### config.mk
export PLATFORM = sky130hd
export DESIGN_NAME = era_alarm_status
export DESIGN_NICKNAME = d
export VERILOG_FILES = /design/src/era_pkg.sv /design/src/era_alarm_status.sv
export VERILOG_INCLUDE_DIRS = /design/src /design/src/src
export SDC_FILE = /design/constraint.sdc
export NUM_CORES = 1
export LEC_CHECK = 0
export ABC_AREA = 1
export BUFFER_PORTS_ARGS = -buffer_cell sky130_fd_sc_hd__buf_2
export CORE_ASPECT_RATIO = 1.2
export CORE_UTILIZATION = 59
export DETAILED_ROUTE_END_ITERATION = 10
export PLACE_DENSITY = 0.79
export SETUP_SLACK_MARGIN = 0.02
export SYNTH_ARGS = -nofsm -noshare
export SYNTH_HDL_FRONTEND = slang
export SYNTH_SLANG_ARGS = --single-unit
export TNS_END_PERCENT = 30
### constraint.sdc
create_clock -name i_clock -period 7.2 [get_ports i_clock]
set_input_delay 2.16 -clock i_clock [delete_from_list [all_inputs] [get_ports i_clock]]
set_output_delay 2.16 -clock i_clock [all_outputs]
set_load 0.005 [all_outputs]
### src/era_regs.svh
// Offsets, field positions and counts for the receive alarm/status block.
// Assumes an 8-bit host port and one bit-rate strobe from the framer.
`ifndef ERA_REGS_SVH
`define ERA_REGS_SVH

// Register offsets on the parallel port
`define ERA_ADDR_ALARM_STATUS 8'h06
`define ERA_ADDR_RX_INFO 8'h08
`define ERA_ADDR_INT_MASK 8'h16
`define ERA_ADDR_SYNC_STATE 8'h1E

// Reset values
`define ERA_RST_BYTE 8'h00
`define ERA_RST_MASK 8'h00

// Alarm status bit positions
`define ERA_SR_SIG_ONES 7
`define ERA_SR_DIST_MF 6
`define ERA_SR_SIG_ZEROS 5
`define ERA_SR_RX_SLIP 4
`define ERA_SR_UNF_ONES 3
`define ERA_SR_FAR_END 2
`define ERA_SR_CARRIER 1
`define ERA_SR_SYNC_LOST 0

// Receive information bit positions
`define ERA_RI_TX_FULL 7
`define ERA_RI_TX_EMPTY 6
`define ERA_RI_JA_LIMIT 5
`define ERA_RI_RX_FULL 4
`define ERA_RI_RX_EMPTY 3
`define ERA_RI_CRC_RC 2
`define ERA_RI_ALIGN_RC 1
`define ERA_RI_SIG_RC 0

// Frame positions (bit_num 0 is bit 1 of a timeslot)
`define ERA_TS_SIG 5'h10
`define ERA_TS_ALIGN 5'h00
`define ERA_LAST_FRAME 4'hF
`define ERA_LAST_BIT 3'h7
`define ERA_DIST_MF_BIT 3'h5
`define ERA_FAR_END_BIT 3'h2

// Counts and thresholds
`define ERA_JA_CAPACITY 8'h80
`define ERA_JA_MARGIN 8'h04
`define ERA_CRC_WINDOW 10'h3E8
`define ERA_CRC_ERR_LIMIT 10'h393
`define ERA_ALIGN_ERR_RUN 2'h3
`define ERA_SIG_ERR_RUN 2'h2
`define ERA_SIG_ONES_ZEROS 2'h3
`define ERA_DIST_MF_RUN 2'h2
`define ERA_UNF_WINDOW 9'h1FF
`define ERA_UNF_ZEROS 2'h3
`define ERA_FAR_END_RUN 2'h3
`define ERA_LOSS_ZEROS 8'hFF
`define ERA_LOSS_WINDOW 8'hFE
`define ERA_LOSS_ONES 8'h20

`endif

### src/era_pkg.sv
// Types shared by the receive alarm/status block.
// Assumes era_regs.svh supplies the numeric constants.
`default_nettype none
package era_pkg;

    // One received bit with its position in the E1 multiframe
    typedef struct packed {
        logic valid;
        logic data;
        logic [4:0] ts_num;
        logic [2:0] bit_num;
        logic [3:0] frame_num;
    } era_bit_t;

    // Event pulses and levels reported by framer and stores
    typedef struct packed {
        logic tx_full;
        logic tx_empty;
        logic rx_full;
        logic rx_empty;
        logic crc_word;
        logic crc_word_err;
        logic align_word;
        logic align_word_err;
        logic sig_mfaw;
        logic sig_mfaw_err;
        logic crc_timeout;
        logic crc_synced;
        logic in_sync;
        logic align_hunt;
        logic sig_mf_hunt;
        logic crc_mf_hunt;
    } era_evt_t;

    // Host port pins after synchronisation
    typedef struct packed {
        logic cs_n;
        logic rd_n;
        logic wr_n;
        logic [7:0] addr;
        logic [7:0] wdata;
    } era_port_t;

endpackage
`default_nettype wire

### src/era_alarm_status.sv
// Receive alarm detection, latched status flags and synchronizer status.
// Assumes framer inputs on i_clock; host pins asynchronous to it.
`include "era_regs.svh"
`default_nettype none

module era_alarm_status
    import era_pkg::*;
(
    // Clock and reset
    input wire logic i_clock,
    input wire logic i_sys_rst,
    // Framer side
    input wire era_bit_t i_rx_bit,
    input wire era_evt_t i_evt,
    input wire logic [7:0] i_ja_fill,
    input wire logic i_crc_framing_enable,
    // Host parallel port pins
    input wire logic i_cs_n,
    input wire logic i_rd_n,
    input wire logic i_wr_n,
    input wire logic [7:0] i_addr,
    input wire logic [7:0] i_data,
    output logic [7:0] o_data,
    output logic o_data_oe,
    // Interrupt
    output logic o_first_interrupt_out
);

    era_port_t pin_meta_reg, pin_sync_reg;
    logic wr_n_last_reg, rd_n_last_reg;
    logic host_wr, host_rd;
    logic [7:0] alarm_flag_reg, alarm_hold_reg;
    logic [7:0] info_flag_reg, info_hold_reg;
    logic [7:0] first_interrupt_mask_reg;
    logic [7:0] alarm_evt, info_evt, alarm_clr, info_clr;
    logic [5:0] sync_search_count_reg;
    logic [7:0] sync_state;
    logic [9:0] crc_word_cnt_reg, crc_err_cnt_reg;
    logic [1:0] align_err_run_reg, sig_err_run_reg;
    logic crc_resync_criteria, align_resync_criteria, sig_mf_resync_criteria;
    logic jitter_limit_trip;
    logic ts16_bit, mf_end, nas_bit3;
    logic [1:0] ts16_zeros_reg;
    logic ts16_one_seen_reg;
    logic sig_all_ones_alarm_reg, sig_all_zeros_alarm_reg;
    logic [1:0] dmf_run_reg;
    logic distant_mf_alarm_reg;
    logic [8:0] unf_bit_cnt_reg;
    logic [1:0] unf_zeros_reg;
    logic unframed_ones_alarm_reg;
    logic [1:0] fe_run_reg;
    logic fe_last_reg;
    logic far_end_alarm_reg;
    logic [7:0] zero_run_reg, loss_win_reg, loss_ones_reg;
    logic carrier_loss_alarm_reg;

    // Two-stage synchroniser on every host pin
    always_ff @(posedge i_clock or posedge i_sys_rst) begin
        if (i_sys_rst) begin
            pin_meta_reg <= '{cs_n: 1'b1, rd_n: 1'b1, wr_n: 1'b1,
                              addr: 8'h00, wdata: 8'h00};
            pin_sync_reg <= '{cs_n: 1'b1, rd_n: 1'b1, wr_n: 1'b1,
                              addr: 8'h00, wdata: 8'h00};
            wr_n_last_reg <= 1'b1;
            rd_n_last_reg <= 1'b1;
        end else begin
            pin_meta_reg <= '{cs_n: i_cs_n, rd_n: i_rd_n, wr_n: i_wr_n,
                              addr: i_addr, wdata: i_data};
            pin_sync_reg <= pin_meta_reg;
            wr_n_last_reg <= pin_sync_reg.wr_n;
            rd_n_last_reg <= pin_sync_reg.rd_n;
        end
    end

    // Act once per strobe, on its falling edge; address is settled by then
    assign host_wr = wr_n_last_reg & ~pin_sync_reg.wr_n & ~pin_sync_reg.cs_n;
    assign host_rd = rd_n_last_reg & ~pin_sync_reg.rd_n & ~pin_sync_reg.cs_n;

    // Resync criteria and jitter limit
    assign crc_resync_criteria = i_evt.crc_word & i_evt.crc_word_err &
        (crc_err_cnt_reg == `ERA_CRC_ERR_LIMIT - 10'h001);
    assign align_resync_criteria = i_evt.align_word & i_evt.align_word_err &
        (align_err_run_reg == `ERA_ALIGN_ERR_RUN - 2'h1);
    assign sig_mf_resync_criteria = i_evt.sig_mfaw & i_evt.sig_mfaw_err &
        (sig_err_run_reg == `ERA_SIG_ERR_RUN - 2'h1);
    assign jitter_limit_trip =
        (i_ja_fill >= `ERA_JA_CAPACITY - `ERA_JA_MARGIN);

    // Codeword window and error runs
    always_ff @(posedge i_clock or posedge i_sys_rst) begin
        if (i_sys_rst) begin
            crc_word_cnt_reg <= 10'h000;
            crc_err_cnt_reg <= 10'h000;
            align_err_run_reg <= 2'h0;
            sig_err_run_reg <= 2'h0;
        end else begin
            if (i_evt.crc_word) begin
                if (crc_word_cnt_reg == `ERA_CRC_WINDOW - 10'h001) begin
                    crc_word_cnt_reg <= 10'h000;
                    crc_err_cnt_reg <= 10'h000;
                end else begin
                    crc_word_cnt_reg <= crc_word_cnt_reg + 10'h001;
                    if (i_evt.crc_word_err && !crc_resync_criteria) begin
                        crc_err_cnt_reg <= crc_err_cnt_reg + 10'h001;
                    end
                end
            end
            if (i_evt.align_word) begin
                if (!i_evt.align_word_err || align_resync_criteria) begin
                    align_err_run_reg <= 2'h0;
                end else begin
                    align_err_run_reg <= align_err_run_reg + 2'h1;
                end
            end
            if (i_evt.sig_mfaw) begin
                if (!i_evt.sig_mfaw_err || sig_mf_resync_criteria) begin
                    sig_err_run_reg <= 2'h0;
                end else begin
                    sig_err_run_reg <= sig_err_run_reg + 2'h1;
                end
            end
        end
    end

    // CRC4 sync search counter; wraps, never saturates
    always_ff @(posedge i_clock or posedge i_sys_rst) begin
        if (i_sys_rst) begin
            sync_search_count_reg <= 6'h00;
        end else if (!i_crc_framing_enable || i_evt.crc_synced) begin
            sync_search_count_reg <= 6'h00;
        end else if (i_evt.crc_timeout) begin
            sync_search_count_reg <= sync_search_count_reg + 6'h01;
        end
    end

    // Live synchronizer state; bit 1 of the counter has no place
    assign sync_state = {sync_search_count_reg[5:2],
                         sync_search_count_reg[0],
                         i_evt.align_hunt,
                         i_evt.sig_mf_hunt,
                         i_evt.crc_mf_hunt};

    // Frame position decodes
    assign ts16_bit = i_rx_bit.valid && (i_rx_bit.ts_num == `ERA_TS_SIG);
    assign mf_end = ts16_bit && (i_rx_bit.frame_num == `ERA_LAST_FRAME) &&
                    (i_rx_bit.bit_num == `ERA_LAST_BIT);
    assign nas_bit3 = i_rx_bit.valid && i_rx_bit.frame_num[0] &&
                      (i_rx_bit.ts_num == `ERA_TS_ALIGN) &&
                      (i_rx_bit.bit_num == `ERA_FAR_END_BIT);

    // Timeslot 16 content per multiframe; runs in any signaling mode
    always_ff @(posedge i_clock or posedge i_sys_rst) begin
        if (i_sys_rst) begin
            ts16_zeros_reg <= 2'h0;
            ts16_one_seen_reg <= 1'b0;
            sig_all_ones_alarm_reg <= 1'b0;
            sig_all_zeros_alarm_reg <= 1'b0;
        end else if (mf_end) begin
            // Verdict includes the bit closing the multiframe
            sig_all_ones_alarm_reg <= (ts16_zeros_reg +
                {1'b0, ~i_rx_bit.data} < `ERA_SIG_ONES_ZEROS) &&
                !(ts16_zeros_reg == `ERA_SIG_ONES_ZEROS);
            sig_all_zeros_alarm_reg <=
                !(ts16_one_seen_reg | i_rx_bit.data);
            ts16_zeros_reg <= 2'h0;
            ts16_one_seen_reg <= 1'b0;
        end else if (ts16_bit) begin
            if (!i_rx_bit.data && ts16_zeros_reg != `ERA_SIG_ONES_ZEROS) begin
                ts16_zeros_reg <= ts16_zeros_reg + 2'h1;
            end
            if (i_rx_bit.data) begin
                ts16_one_seen_reg <= 1'b1;
            end
        end
    end

    // Distant multiframe alarm: two agreeing multiframes to change
    always_ff @(posedge i_clock or posedge i_sys_rst) begin
        if (i_sys_rst) begin
            dmf_run_reg <= 2'h0;
            distant_mf_alarm_reg <= 1'b0;
        end else if (ts16_bit && i_rx_bit.frame_num == 4'h0 &&
                     i_rx_bit.bit_num == `ERA_DIST_MF_BIT) begin
            if (i_rx_bit.data == distant_mf_alarm_reg) begin
                dmf_run_reg <= 2'h0;
            end else if (dmf_run_reg == `ERA_DIST_MF_RUN - 2'h1) begin
                distant_mf_alarm_reg <= i_rx_bit.data;
                dmf_run_reg <= 2'h0;
            end else begin
                dmf_run_reg <= dmf_run_reg + 2'h1;
            end
        end
    end

    // Unframed all ones over 512-bit windows
    always_ff @(posedge i_clock or posedge i_sys_rst) begin
        if (i_sys_rst) begin
            unf_bit_cnt_reg <= 9'h000;
            unf_zeros_reg <= 2'h0;
            unframed_ones_alarm_reg <= 1'b0;
        end else if (i_rx_bit.valid) begin
            unf_bit_cnt_reg <= unf_bit_cnt_reg + 9'h001;
            if (unf_bit_cnt_reg == `ERA_UNF_WINDOW) begin
                unframed_ones_alarm_reg <= (unf_zeros_reg +
                    {1'b0, ~i_rx_bit.data} < `ERA_UNF_ZEROS) &&
                    !(unf_zeros_reg == `ERA_UNF_ZEROS);
                unf_zeros_reg <= 2'h0;
            end else if (!i_rx_bit.data &&
                         unf_zeros_reg != `ERA_UNF_ZEROS) begin
                unf_zeros_reg <= unf_zeros_reg + 2'h1;
            end
        end
    end

    // Far end alarm: three agreeing non-align frames to change
    always_ff @(posedge i_clock or posedge i_sys_rst) begin
        if (i_sys_rst) begin
            fe_run_reg <= 2'h0;
            fe_last_reg <= 1'b0;
            far_end_alarm_reg <= 1'b0;
        end else if (nas_bit3) begin
            fe_last_reg <= i_rx_bit.data;
            if (i_rx_bit.data != fe_last_reg) begin
                fe_run_reg <= 2'h1;
            end else if (fe_run_reg != `ERA_FAR_END_RUN) begin
                fe_run_reg <= fe_run_reg + 2'h1;
            end
            if (i_rx_bit.data == fe_last_reg &&
                fe_run_reg == `ERA_FAR_END_RUN - 2'h1) begin
                far_end_alarm_reg <= i_rx_bit.data;
            end
        end
    end

    // Carrier loss: zero run sets, ones density window clears
    always_ff @(posedge i_clock or posedge i_sys_rst) begin
        if (i_sys_rst) begin
            zero_run_reg <= 8'h00;
            loss_win_reg <= 8'h00;
            loss_ones_reg <= 8'h00;
            carrier_loss_alarm_reg <= 1'b0;
        end else if (i_rx_bit.valid) begin
            if (i_rx_bit.data) begin
                zero_run_reg <= 8'h00;
            end else if (zero_run_reg != `ERA_LOSS_ZEROS) begin
                zero_run_reg <= zero_run_reg + 8'h01;
            end
            if (!carrier_loss_alarm_reg) begin
                loss_win_reg <= 8'h00;
                loss_ones_reg <= 8'h00;
                if (!i_rx_bit.data &&
                    zero_run_reg == `ERA_LOSS_ZEROS - 8'h01) begin
                    carrier_loss_alarm_reg <= 1'b1;
                end
            end else if (loss_ones_reg + {7'h00, i_rx_bit.data} >=
                         `ERA_LOSS_ONES) begin
                carrier_loss_alarm_reg <= 1'b0;
            end else if (loss_win_reg == `ERA_LOSS_WINDOW) begin
                loss_win_reg <= 8'h00;
                loss_ones_reg <= 8'h00;
            end else begin
                loss_win_reg <= loss_win_reg + 8'h01;
                loss_ones_reg <= loss_ones_reg + {7'h00, i_rx_bit.data};
            end
        end
    end

    // Set sources: alarm levels keep re-setting while present
    always_comb begin
        alarm_evt = 8'h00;
        alarm_evt[`ERA_SR_SIG_ONES] = sig_all_ones_alarm_reg;
        alarm_evt[`ERA_SR_DIST_MF] = distant_mf_alarm_reg;
        alarm_evt[`ERA_SR_SIG_ZEROS] = sig_all_zeros_alarm_reg;
        alarm_evt[`ERA_SR_RX_SLIP] = i_evt.rx_full | i_evt.rx_empty;
        alarm_evt[`ERA_SR_UNF_ONES] = unframed_ones_alarm_reg;
        alarm_evt[`ERA_SR_FAR_END] = far_end_alarm_reg;
        alarm_evt[`ERA_SR_CARRIER] = carrier_loss_alarm_reg;
        alarm_evt[`ERA_SR_SYNC_LOST] = ~i_evt.in_sync;
        info_evt = 8'h00;
        info_evt[`ERA_RI_TX_FULL] = i_evt.tx_full;
        info_evt[`ERA_RI_TX_EMPTY] = i_evt.tx_empty;
        info_evt[`ERA_RI_JA_LIMIT] = jitter_limit_trip;
        info_evt[`ERA_RI_RX_FULL] = i_evt.rx_full;
        info_evt[`ERA_RI_RX_EMPTY] = i_evt.rx_empty;
        info_evt[`ERA_RI_CRC_RC] = crc_resync_criteria;
        info_evt[`ERA_RI_ALIGN_RC] = align_resync_criteria;
        info_evt[`ERA_RI_SIG_RC] = sig_mf_resync_criteria;
    end

    // Mask write selects bits to capture and clear
    assign alarm_clr = (host_wr &&
        pin_sync_reg.addr == `ERA_ADDR_ALARM_STATUS) ?
        pin_sync_reg.wdata : 8'h00;
    assign info_clr = (host_wr && pin_sync_reg.addr == `ERA_ADDR_RX_INFO) ?
        pin_sync_reg.wdata : 8'h00;

    // Latched flags; a same-cycle event beats the clear
    always_ff @(posedge i_clock or posedge i_sys_rst) begin
        if (i_sys_rst) begin
            alarm_flag_reg <= `ERA_RST_BYTE;
            info_flag_reg <= `ERA_RST_BYTE;
            alarm_hold_reg <= `ERA_RST_BYTE;
            info_hold_reg <= `ERA_RST_BYTE;
        end else begin
            alarm_flag_reg <= alarm_evt | (alarm_flag_reg & ~alarm_clr);
            info_flag_reg <= info_evt | (info_flag_reg & ~info_clr);
            alarm_hold_reg <= (alarm_flag_reg & alarm_clr) |
                              (alarm_hold_reg & ~alarm_clr);
            info_hold_reg <= (info_flag_reg & info_clr) |
                             (info_hold_reg & ~info_clr);
        end
    end

    // Interrupt mask register
    always_ff @(posedge i_clock or posedge i_sys_rst) begin
        if (i_sys_rst) begin
            first_interrupt_mask_reg <= `ERA_RST_MASK;
        end else if (host_wr && pin_sync_reg.addr == `ERA_ADDR_INT_MASK) begin
            first_interrupt_mask_reg <= pin_sync_reg.wdata;
        end
    end

    // Interrupt level, registered to keep the pin glitch free
    always_ff @(posedge i_clock or posedge i_sys_rst) begin
        if (i_sys_rst) begin
            o_first_interrupt_out <= 1'b0;
        end else begin
            o_first_interrupt_out <=
                |(alarm_flag_reg & first_interrupt_mask_reg);
        end
    end

    // Read data, captured at the read strobe; bus driven while it lasts
    always_ff @(posedge i_clock or posedge i_sys_rst) begin
        if (i_sys_rst) begin
            o_data <= 8'h00;
            o_data_oe <= 1'b0;
        end else begin
            o_data_oe <= ~pin_sync_reg.cs_n & ~pin_sync_reg.rd_n;
            if (host_rd) begin
                if (pin_sync_reg.addr == `ERA_ADDR_ALARM_STATUS) begin
                    o_data <= alarm_hold_reg;
                end else if (pin_sync_reg.addr == `ERA_ADDR_RX_INFO) begin
                    o_data <= info_hold_reg;
                end else if (pin_sync_reg.addr == `ERA_ADDR_INT_MASK) begin
                    o_data <= first_interrupt_mask_reg;
                end else if (pin_sync_reg.addr == `ERA_ADDR_SYNC_STATE) begin
                    o_data <= sync_state;
                end else begin
                    o_data <= 8'h00;
                end
            end
        end
    end

endmodule
`default_nettype wire

* Word level (Yosys, flattened, before mapping)
Index checks and enable logic that the tools add are counted.
** Storage, ports and cells
- Register bits :: 169
- Bits in latches :: 0
- Bits in writable memories :: 0
- ROM bits :: 0
- Input port bits :: 60
- Output and inout port bits :: 10
- Word-level logic and storage cells :: 206
- Memories :: 0
** Cells by class
- Add/subtract/negate cells :: 15
- Multipliers :: 0
- Divide/modulo/power cells :: 0
- Order comparisons :: 4
- Eq/ne operators :: 28
- Shift-type cells :: 0
- Muxes and demuxes :: 36
- Bitwise operators :: 32
- Reduce and logical (&&, ||, !) cells :: 50
** Operator list (number)
- $mux 8 :: 14
- $and 8x8->8 :: 7
- $or 8x8->8 :: 4
- $mux 10 :: 3
- $mux 2 :: 11
- $add 10x1->10 const B :: 2
- $eq 10x10->1 const B :: 2
- $logic_and 1x1->1 :: 18
- $reduce_and 2->1 :: 9
- $add 8x1->8 const B :: 2
- $eq 8x5->1 const B :: 2
- $eq 8x8->1 const B :: 2
- $not 8->8 :: 2
- $reduce_bool 2->1 :: 8
- $add 2x1->2 const B :: 6
- $mux 6 :: 2
- $and 1x1->1 :: 11
- $add 9x1->9 const B :: 1
- $eq 9x9->1 const B :: 1
- $add 8x1->8 :: 1
- $eq 2x2->1 const B :: 4
- $eq 8x3->1 const B :: 1
- $eq 8x4->1 const B :: 1
- $ge 8x6->1 const B :: 1
- 22 further kinds :: 50

* Depth between registers and ports, before layout
Gate-level depths: netlist (run 1).
- Word-level depth :: 8
- Gate-level depth with buffers :: 13
- Depth with buffers taken out :: 12

* Least setup slack after synthesis (run 1)
No wires, ideal clock.
- Kind :: input -> register
- From :: input port i_rx_bit[12] (netlist name)
- To :: register loss_win_reg[6]
- Library setup time :: 117 ps
- Arrival time :: 3351 ps
- Data required time :: 7083 ps
- Setup slack :: 3732 ps
- Cell stages on the path :: 12
- Buffers on the path :: 1
- Path through :: ha_1 > ha_1 > nand3_1 > o21bai_1 > nand2_1 > nor2_2 > nand2_2 > nand2_4 > nand2_4 > buf_6 > nand2_1 > nand2_1
** On the way
- Word-level cells in the longest chain between the ends :: 4
** Ends and longest elaborated chain
- start: declaration :: RTL line era_alarm_status.sv:13 : input wire era_bit_t i_rx_bit,
- $add 8x1->8 :: RTL line era_alarm_status.sv:255 : end else if (loss_ones_reg + {7'h00, i_rx_bit.data} >=
- $ge 8x6->1 (no source line)
- $ne 2x2->1 (no source line)
- $reduce_and 2->1 (no source line)
- end signal: assignment :: RTL line era_alarm_status.sv:262 : loss_win_reg <= loss_win_reg + 8'h01;
- end: declaration :: RTL line era_alarm_status.sv:54 : logic [7:0] zero_run_reg, loss_win_reg, loss_ones_reg;
No other way between the ends.
A chain may end at the register's enable or synchronous reset.

* Worst setup path after layout (run 1)
- From :: input port i_rx_bit[12] (netlist name)
- To :: register loss_ones_reg[1]
** On the way
- Word-level cells in the longest chain between the ends :: 4
- Elaborated cells on any way between the ends :: 7
- Those cells by class :: 1 x add/sub; 1 x order compare; 1 x eq/ne; 3 x mux; 1 x reduce/logical
** Ends and longest elaborated chain
- $add 8x1->8 * :: RTL line era_alarm_status.sv:255, era_alarm_status.sv:263
- $ge 8x6->1 (no source line) / $mux 8 (equally long branches)
- $ne 2x2->1 (no source line) / $mux 8 (equally long branches)
- $reduce_and 2->1 (no source line) / $mux 8 (equally long branches)
- end signal: assignment :: RTL line era_alarm_status.sv:263 : loss_ones_reg <= loss_ones_reg + {7'h00, i_rx_bit.data};
- end: declaration :: RTL line era_alarm_status.sv:54
Every way passes the cells marked *; elsewhere a longest branch is shown, timed or not. The select of a mux whose other input is x is not followed.

==> impl_metrics.json, run 1 <==
{
  "finalCritPeriodShare_pct": 49.70,
  "ys.flop_type": "dfrtp_1",
  "synth.net_count": 971,
  "setup_viol": 0,
  "via_per_inst": 5.275,
  "ys_seq_elements": 169,
  "drt_iter0_markers": 317,
  "avgSynthCellArea_um2": 8.625,
  "end_kind": "flop",
  "synth_cell_type_count": 42,
  "grt.overflow.total": 0,
  "arrival_ns": 3.89,
  "synth_edf_count": 0,
  "grt_util_all_layers_pct": 24.36,
  "slew_violations": 0,
  "crit_required_ns": 7.52,
  "start_util_pct": 60.66,
  "synth_top_area_share_pct": 52.43,
  "fp.dieW_um": 106.2,
  "synthArstFlopShare_pct": 100.0,
  "finalWorstSetupSlack_ns": 3.621,
  "worstMarginPinSlew_ns": 0.7495,
  "fmax_mhz": 279.4,
  "grt_pass1_vias": 5773,
  "pre_cts_ws_ns": 3.181,
  "postCtsResizedCells": 0,
  "syn_area_mm2": 0.007685,
  "max-clock-path-buffers": 2,
  "io_buffers": 67,
  "hold_violations": 0,
  "drc_errors": 0,
  "ir_drop_mv": 0.1707,
  "skew_ns": 0.007787,
  "stdcell_count": 1139,
  "die_area_mm2": 0.01349,
  "syn_inst": 891,
  "grt_max_degree": 88,
  "placed_cells": 1107,
  "die_y_um": 127.0,
  "fin_crit_ns": 3.579,
  "p_int_mw": 1.740,
  "pwr_density_cell_mw_per_mm2": 268.1,
  "path_class": "in -> reg",
  "yosys_warnings": 0,
  "htree_levels": 4,
  "ys_seq_area_share_pct": 55.16,
  "seqPwrFrac_pct": 47.7,
  "synth.top_cells.by_count": "nand2_1 (246), dfrtp_1 (161), inv_1 (96)",
  "dpl-instance-area_mm2": 0.008143,
  "insertion_delay_ns": 0.43,
  "grt_pass1_wl_um": 25780,
  "drt_first_pass_iters": 5,
  "wirelength_um": 14990,
  "leakage_nw": 4.471,
  "synthTopCellsByArea": "dfrtp_1 (52%), nand2_1 (12%), nand3_1 (5.3%)",
  "synth.most_common_cell": "nand2_1",
  "routed-via-count": 6008,
  "wl_per_cell_um": 13.16,
  "syn_to_final_growth_pct": 14.20,
  "worstHoldPathType": "reg -> reg",
  "post-route-util_pct": 69.27,
  "tns_ns": 0,
  "clkPwrFrac_pct": 41.3,
  "crit_fanout": 17,
  "swShare_pct": 26.04,
  "p_sw_mw": 0.6125,
  "ant_nets": 0,
  "rows": 45,
  "antenna_found_initial": 0,
  "cts_root_buffer": "clkbuf_16",
  "cts_setup_buffers": 0,
  "drive_gt1_share_pct": 13.23,
  "cts_sinks": 169,
  "core_area_mm2": 0.01267,
  "hpwl_um": 10260,
  "final_nets": 1042,
  "path_clk_slew_ns": 0.06,
  "pwr-share-comb_pct": 11.0,
  "final_area_mm2": 0.008776,
  "slew_headroom_pct": 50.03,
  "io_pins": 70,
  "status": "completed",
  "n_antenna_cell": 0,
  "startpoint_type": "input pin",
  "hold_buffers": 0,
  "rsz0062_at_grt": "no",
  "cap_violations": 0,
  "cts_tree": "yes",
  "routabilityCongestion": 0.8447,
  "cts_buffers": 17,
  "synth_area_leader_cell": "dfrtp_1"
}
## cell families (layout without fill, tap and decap cells)
group           after synthesis  count (layout)  synth area share (%)
simple gates                479             479                 26.62
fa+ha+maj                    20              20                 3.256
buf+inv                     116             200                 6.171
compound gates               84              84                 6.171
xor+xnor                     23              23                 2.621
flops                       169             169                 55.16
## worst max-delay path, cell delays in order
cell and delay [ns]:
buf_2 0.26, ha_1 0.25, ha_1 0.20, nand3_1 0.12
o21bai_1 0.15, nand2_1 0.08, nor2_2 0.11, nand2_2 0.08
nand2_4 0.18, nand2_4 0.15, nand2_1 0.11, nand2_1 0.05
## routing by layer
metal | track usage (%) | part of all wire [%] | vias up
li1 | - | - | 2995
met1 | 30.51 | 43 | 2840
met2 | 41.18 | 50 | 138
met3 | 4.439 | 3.9 | 35
met4 | 11.11 | 2.6 | 0
met5 | 0 | 0 | -
## area by class of cell
type | instances | area, um2
clock buffer | 19 | 442.9
inverter | 99 | 376.6
sequential | 169 | 4239
multi-input combinational | 606 | 2972
clock inverter | 13 | 190.2
fill | 1013 | 3892
timing repair buffer | 69 | 350.3
tap | 164 | 205.2
## layout by cell type, fill, tap and decap left out, drive strengths merged
| cell | netlist | routed |
|---|---|---|
| o211ai | 1 | 1 |
| nor3 | 22 | 22 |
| and2 | 2 | 2 |
| o21ai | 40 | 40 |
| ha | 20 | 20 |
| o31ai | 3 | 3 |
| bufinv | 0 | 4 |
| nor3b | 1 | 1 |
| clkbuf | 6 | 19 |
| nand4 | 11 | 11 |
| or2 | 5 | 5 |
| nor2 | 99 | 99 |
| nor4 | 3 | 3 |
| and3 | 1 | 1 |
| a21oi | 25 | 25 |
| a21o | 5 | 5 |
| a221oi | 2 | 2 |
| dfstp | 8 | 8 |
| buf | 11 | 69 |
| o22ai | 1 | 1 |
| clkinv | 0 | 5 |
| o32ai | 2 | 2 |
| xor2 | 17 | 17 |
| a21boi | 1 | 1 |
| nand3 | 82 | 82 |
| o21bai | 1 | 1 |
| a22o | 2 | 2 |
| inv | 99 | 102 |
| nand2 | 253 | 253 |
| dfrtp | 161 | 161 |
| clkinvlp | 0 | 1 |
| xnor2 | 6 | 6 |
| o21a | 1 | 1 |
## path summary, 6_finish.rpt
check,startpoint,cells after the start,slack (ns),end
worst min-delay path,pin_meta_reg[15],0,0.35,pin_sync_reg[15]
worst min register to register,pin_meta_reg[15],0,0.35,pin_sync_reg[15]
worst max-delay path,i_rx_bit[12],12,3.62,loss_ones_reg[1]
worst max register to register,crc_word_cnt_reg[0],7,5.05,crc_err_cnt_reg[3]
min in group asynchronous,i_sys_rst,2,1.88,pin_meta_reg[0]
max in group asynchronous,i_sys_rst,3,4.25,pin_sync_reg[10]
## stage by stage
stage                     hold slack (ns)  power, mW
final                              0.3483      2.352
after global routing               0.3531      2.464
after CTS                          0.3500      2.371
after detailed placement           0.3347      1.398
after global placement             0.3326      1.383
after floorplan                    0.3312      1.317
## power by group through the flow
| stage | Sequential [mW] | Clock, mW | Combinational (mW) |
|---|---|---|---|
| 2_1_floorplan | 1.12 | 0 | 0.200 |
| 3_3_place_gp | 1.13 | 0 | 0.248 |
| 3_5_place_dp | 1.14 | 0 | 0.259 |
| 4_1_cts | 1.12 | 0.986 | 0.262 |
| 5_1_grt | 1.14 | 1.02 | 0.305 |
| 6_report | 1.12 | 0.971 | 0.258 |
No activity file was read; power rests on OpenSTA's default activity.
==> run 2, diff against run 1 <==
Clock period 7.2 ns to 3.45 ns, I/O delays scaled along.
==> run 2 against run 1 <==
  * Register-to-register slack got worse by 3.7 ns
  * Clock power up 86%
  * Setup slack worse by 2.6 ns
  * Critical endpoint is now loss_ones_reg[4]
  * Wire length is 1.7% lower
  * Via count shrank 0.52%
  * Flip-flop and latch count did not move
  * Clock skew up 0.0035 ns
  * Cell count increased by 0.26%
  * Largest power group unchanged
  * Design area fell by 0.21%
  * First-iteration DRC count decreased by 0.32%
  * Highest routed layer unchanged
  * Global-route usage rose by 0.28 points
  * Critical path depth unchanged
==> impl_metrics.json, run 2 (synthesized netlist as in run 1, its figures left out) <==
{
  "clkPwrFrac_pct": 38.5,
  "grt.overflow.total": 0,
  "arrival_ns": 2.76,
  "startpoint_type": "input pin",
  "worstMarginPinSlew_ns": 0.6106,
  "cts_setup_buffers": 0,
  "drive_gt1_share_pct": 13.60,
  "hold_violations": 0,
  "min_from": "pin_meta_reg[5]",
  "syn_to_final_growth_pct": 13.95,
  "cts_sinks": 169,
  "r2r_slack_ns": 1.40,
  "path_clk_slew_ns": 0.07,
  "path_class": "in -> reg",
  "leakage_nw": 4.456,
  "reg2reg_from": "wr_n_last_reg",
  "core_area_mm2": 0.01267,
  "io_buffers": 67,
  "rows": 45,
  "insertion_delay_ns": 0.44,
  "final_nets": 1045,
  "ant_nets": 0,
  "die_area_mm2": 0.01349,
  "grt_max_degree": 98,
  "antenna_found_initial": 0,
  "status": "completed",
  "post-route-util_pct": 69.13,
  "start_util_pct": 60.66,
  "seqPwrFrac_pct": 49.9,
  "pwr-share-comb_pct": 11.6,
  "tns_ns": 0,
  "cts_tree": "yes",
  "routabilityCongestion": 0.8571,
  "grt_util_all_layers_pct": 24.63,
  "cts_root_buffer": "clkbuf_16",
  "fin_crit_ns": 2.430,
  "cts_buffers": 17,
  "skew_ns": 0.01131,
  "slew_violations": 0,
  "wirelength_um": 14740,
  "p_int_mw": 3.365,
  "min_path_cells": 0,
  "setup_viol": 0,
  "grt_pass1_vias": 5813,
  "hpwl_um": 10220,
  "drt_first_pass_iters": 5,
  "crit_fanout": 17,
  "power_mw": 4.693,
  "cap_violations": 0,
  "swShare_pct": 28.29,
  "whs_endpoint": "pin_sync_reg[5]",
  "worstRegToRegCells": 7,
  "finalCritPeriodShare_pct": 70.43,
  "fmax_mhz": 411.6,
  "max-clock-path-buffers": 2,
  "slew_headroom_pct": 59.29,
  "grt_pass1_wl_um": 25950,
  "rsz0062_at_grt": "no",
  "rr_endpoint": "info_flag_reg[5]",
  "ir_drop_mv": 0.4651,
  "via_per_inst": 5.234,
  "worstHoldPathType": "reg -> reg",
  "postCtsResizedCells": 0,
  "wl_per_cell_um": 12.90,
  "p_sw_mw": 1.327,
  "htree_levels": 4,
  "end_kind": "flop",
  "io_pins": 70,
  "pwr_density_cell_mw_per_mm2": 535.9,
  "fp.dieW_um": 106.2,
  "n_antenna_cell": 0,
  "drc_errors": 0,
  "drt_iter0_markers": 316,
  "die_y_um": 127.0,
  "final_common_cell": "nand2_1",
  "final_cell_mix": "nand2_1 (246), dfrtp_1 (161), inv_1 (95), nor2_1 (95), nand3_1 (81)",
  "hold_buffers": 0,
  "routed-via-count": 5977,
  "crit_required_ns": 3.78
}
## run 2: routing by layer
metal / global-route usage [%] / wire (um)
met5: 0 / 0
met3: 5.816 / 616
met2: 39.80 / 7349
met1: 30.63 / 6298
met4: 13.73 / 471
## run 2: cell type report
type                            count  area (um2)
Fill cell                        1023        3911
Clock inverter                     14       128.9
Inverter                           99       375.4
Timing Repair Buffer               72       397.9
Multi-Input combinational cell    606        2972
Clock buffer                       18       439.2
Sequential cell                   169        4239
Tap cell                          164       205.2
## run 2: worst max-delay path, stage by stage
cell,delay [ns]
buf_2,0.25
ha_1,0.24
ha_1,0.21
nand3_1,0.12
o21bai_1,0.14
nand2_1,0.07
nor2_2,0.11
nand2_2,0.07
nand2_4,0.19
nand2_4,0.15
nand2_1,0.09
nand2_1,0.05
## run 2: stage by stage
step	setup slack (ns)	cells	area, um2	hold WS (ns)
floorplan	0.2668	891	7689	0.3312
global placement	0.6116	1110	8189	0.3326
detailed placement	0.5681	1110	8189	0.3347
CTS	1.007	1142	8757	0.3434
global route	0.8096	1142	8757	0.3470
finish	1.020	1142	8757	0.3454
## run 2: worst max-delay path by stage
stage	from	to	slack, ns
after floorplan	i_sys_rst	async pin	0.27
after global placement	i_rx_bit[12]	loss_win_reg[4]	0.61
after detailed placement	i_rx_bit[12]	loss_win_reg[7]	0.57
after CTS	i_rx_bit[12]	loss_ones_reg[4]	1.01
after global routing	i_rx_bit[12]	loss_ones_reg[4]	0.81
final	i_rx_bit[12]	loss_ones_reg[4]	1.02
## run 2: power groups by stage
stage                     sequential, mW  combinational, mW  clock, mW
after floorplan                     2.33              0.419          0
after global routing                2.37              0.643       1.93
after detailed placement            2.37              0.548          0
after CTS                           2.34              0.553       1.84
final                               2.34              0.544       1.81
after global placement              2.37              0.524          0
==> run 3, diff against run 2 <==
Clock period 3.45 ns to 2.45 ns, I/O delays scaled along.
==> run 3 against run 2 <==
  * Clock skew shrank 0.0065 ns
  * Core utilization grew 0.36 points
  * Total power up 40%
  * Die area is the same
  * Wire length up 3.3%
  * Design area is 0.51% higher
  * Sequential power up 41%
  * First-iteration DRC count fell by 7.9%
  * Global-route usage is 0.35 points higher
  * Setup slack got worse by 0.50 ns
  * Critical path type is now reg -> reg
  * Largest cell class unchanged
==> impl_metrics.json, run 3 (synthesized netlist as in run 1, its figures left out) <==
{
  "final_cell_mix": "nand2_1 (246), dfrtp_1 (161), inv_1 (95), nor2_1 (95), nand3_1 (81)",
  "routabilityCongestion": 0.8526,
  "worstHoldPathType": "reg -> reg",
  "min_path_cells": 0,
  "cp_common_cell": "nand2_1",
  "post-route-util_pct": 69.48,
  "crit_slowest_cell": "and2_1",
  "power_mw": 6.547,
  "setup_viol": 0,
  "grt_pass1_wl_um": 26360,
  "drt_first_pass_iters": 5,
  "ant_nets": 0,
  "grt_max_degree": 46,
  "crit_required_ns": 2.76,
  "r2r_slack_ns": 0.52,
  "io_buffers": 67,
  "die_area_mm2": 0.01349,
  "finalWorstSetupSlack_ns": 0.5169,
  "cts_setup_buffers": 0,
  "path_clk_slew_ns": 0.06,
  "rr_endpoint": "first_interrupt_mask_reg[3]",
  "worstRegToRegCells": 7,
  "leakage_nw": 4.476,
  "wirelength_um": 15230,
  "n_antenna_cell": 0,
  "antenna_found_initial": 0,
  "whs_endpoint": "pin_sync_reg[5]",
  "drc_errors": 0,
  "status": "completed",
  "htree_levels": 4,
  "max-clock-path-buffers": 2,
  "syn_to_final_growth_pct": 14.54,
  "pre_cts_ws_ns": 0.1757,
  "hold_violations": 0,
  "fillCellCount": 1010,
  "cap_violations": 0,
  "holdWs_ns": 0.3463,
  "ir_drop_mv": 0.5254,
  "hold_buffers": 0,
  "drt_iter0_markers": 291,
  "cp_slowest_stage_delay_ns": 0.60,
  "io_pins": 70,
  "slew_violations": 0,
  "slew_headroom_pct": 55.87,
  "grt_pass1_vias": 5901,
  "routed-via-count": 6014,
  "fmax_mhz": 517.3,
  "rsz0062_at_grt": "no",
  "cts_buffers": 17,
  "die_y_um": 127.0,
  "skew_ns": 0.004780,
  "stdcell_count": 1148,
  "path_class": "reg -> reg",
  "hpwl_um": 10710,
  "startpoint_type": "flop",
  "pwr_density_cell_mw_per_mm2": 743.8,
  "arrival_ns": 2.24,
  "cts_root_buffer": "clkbuf_16",
  "placed_cells": 1117,
  "drive_gt1_share_pct": 13.92,
  "fp.dieW_um": 106.2,
  "via_per_inst": 5.239,
  "fin_crit_ns": 1.933,
  "core_area_mm2": 0.01267,
  "path_cells": "inv_1, nand2_1, nor3_1, and2_1, nand2_2, nand2_1, nand2_1",
  "end_kind": "flop",
  "crit_fanout": 16,
  "grt_util_all_layers_pct": 24.98,
  "cts_tree": "yes",
  "finalCritPeriodShare_pct": 78.90,
  "final_area_mm2": 0.008802,
  "reg2reg_from": "pin_sync_reg[8]",
  "min_from": "pin_meta_reg[5]",
  "rows": 45,
  "wl_per_cell_um": 13.27,
  "postCtsResizedCells": 0,
  "grt.overflow.total": 0,
  "final_nets": 1052,
  "insertion_delay_ns": 0.42,
  "tns_ns": 0,
  "start_util_pct": 60.66,
  "dpl-instance-area_mm2": 0.008254,
  "worstMarginPinSlew_ns": 0.6606,
  "cts_sinks": 169,
  "final_common_cell": "nand2_1"
}
## run 3: final cells by class
cell class | count | area, um2 | area share [%]
Inverter | 99 | 375.4 | 4.264
Sequential cell | 169 | 4239 | 48.16
Clock buffer | 20 | 446.7 | 5.075
Tap cell | 164 | 205.2 | 2.331
Timing Repair Buffer | 79 | 462.9 | 5.259
Multi-Input combinational cell | 606 | 2972 | 33.76
Clock inverter | 11 | 101.3 | 1.151
## run 3: how the worst max path moves through the flow
stage | start | to | slack, ns
floorplan | i_sys_rst | async pin | -0.43
global placement | i_rx_bit[12] | loss_win_reg[3] | 0.22
detailed placement | i_rx_bit[12] | loss_win_reg[6] | 0.18
CTS | pin_sync_reg[8] | first_interrupt_mask_reg[3] | 0.56
global route | pin_sync_reg[8] | first_interrupt_mask_reg[6] | 0.31
finish | pin_sync_reg[8] | first_interrupt_mask_reg[3] | 0.52
## run 3: where the power goes
part | internal (mW) | total [mW] | switching, mW
Combinational | 0.327 | 0.773 | 0.446
Clock | 1.42 | 2.47 | 1.06
Sequential | 3.06 | 3.30 | 0.241
## run 3: metal layers
metal / vias to the layer above / track usage [%] / part of all wire, %
met1: 2820 / 29.97 / 43
met3: 36 / 5.714 / 4.3
met2: 151 / 43.28 / 50
met5: - / 0 / 0
li1: 3007 / - / -
met4: 0 / 10.46 / 2.7
## run 3: critical path, delay by kind of cell (launching register included)
family	cells	cell delay, ns
simple gates	6	1.39
buf+inv	1	0.07
flops	1	0.36
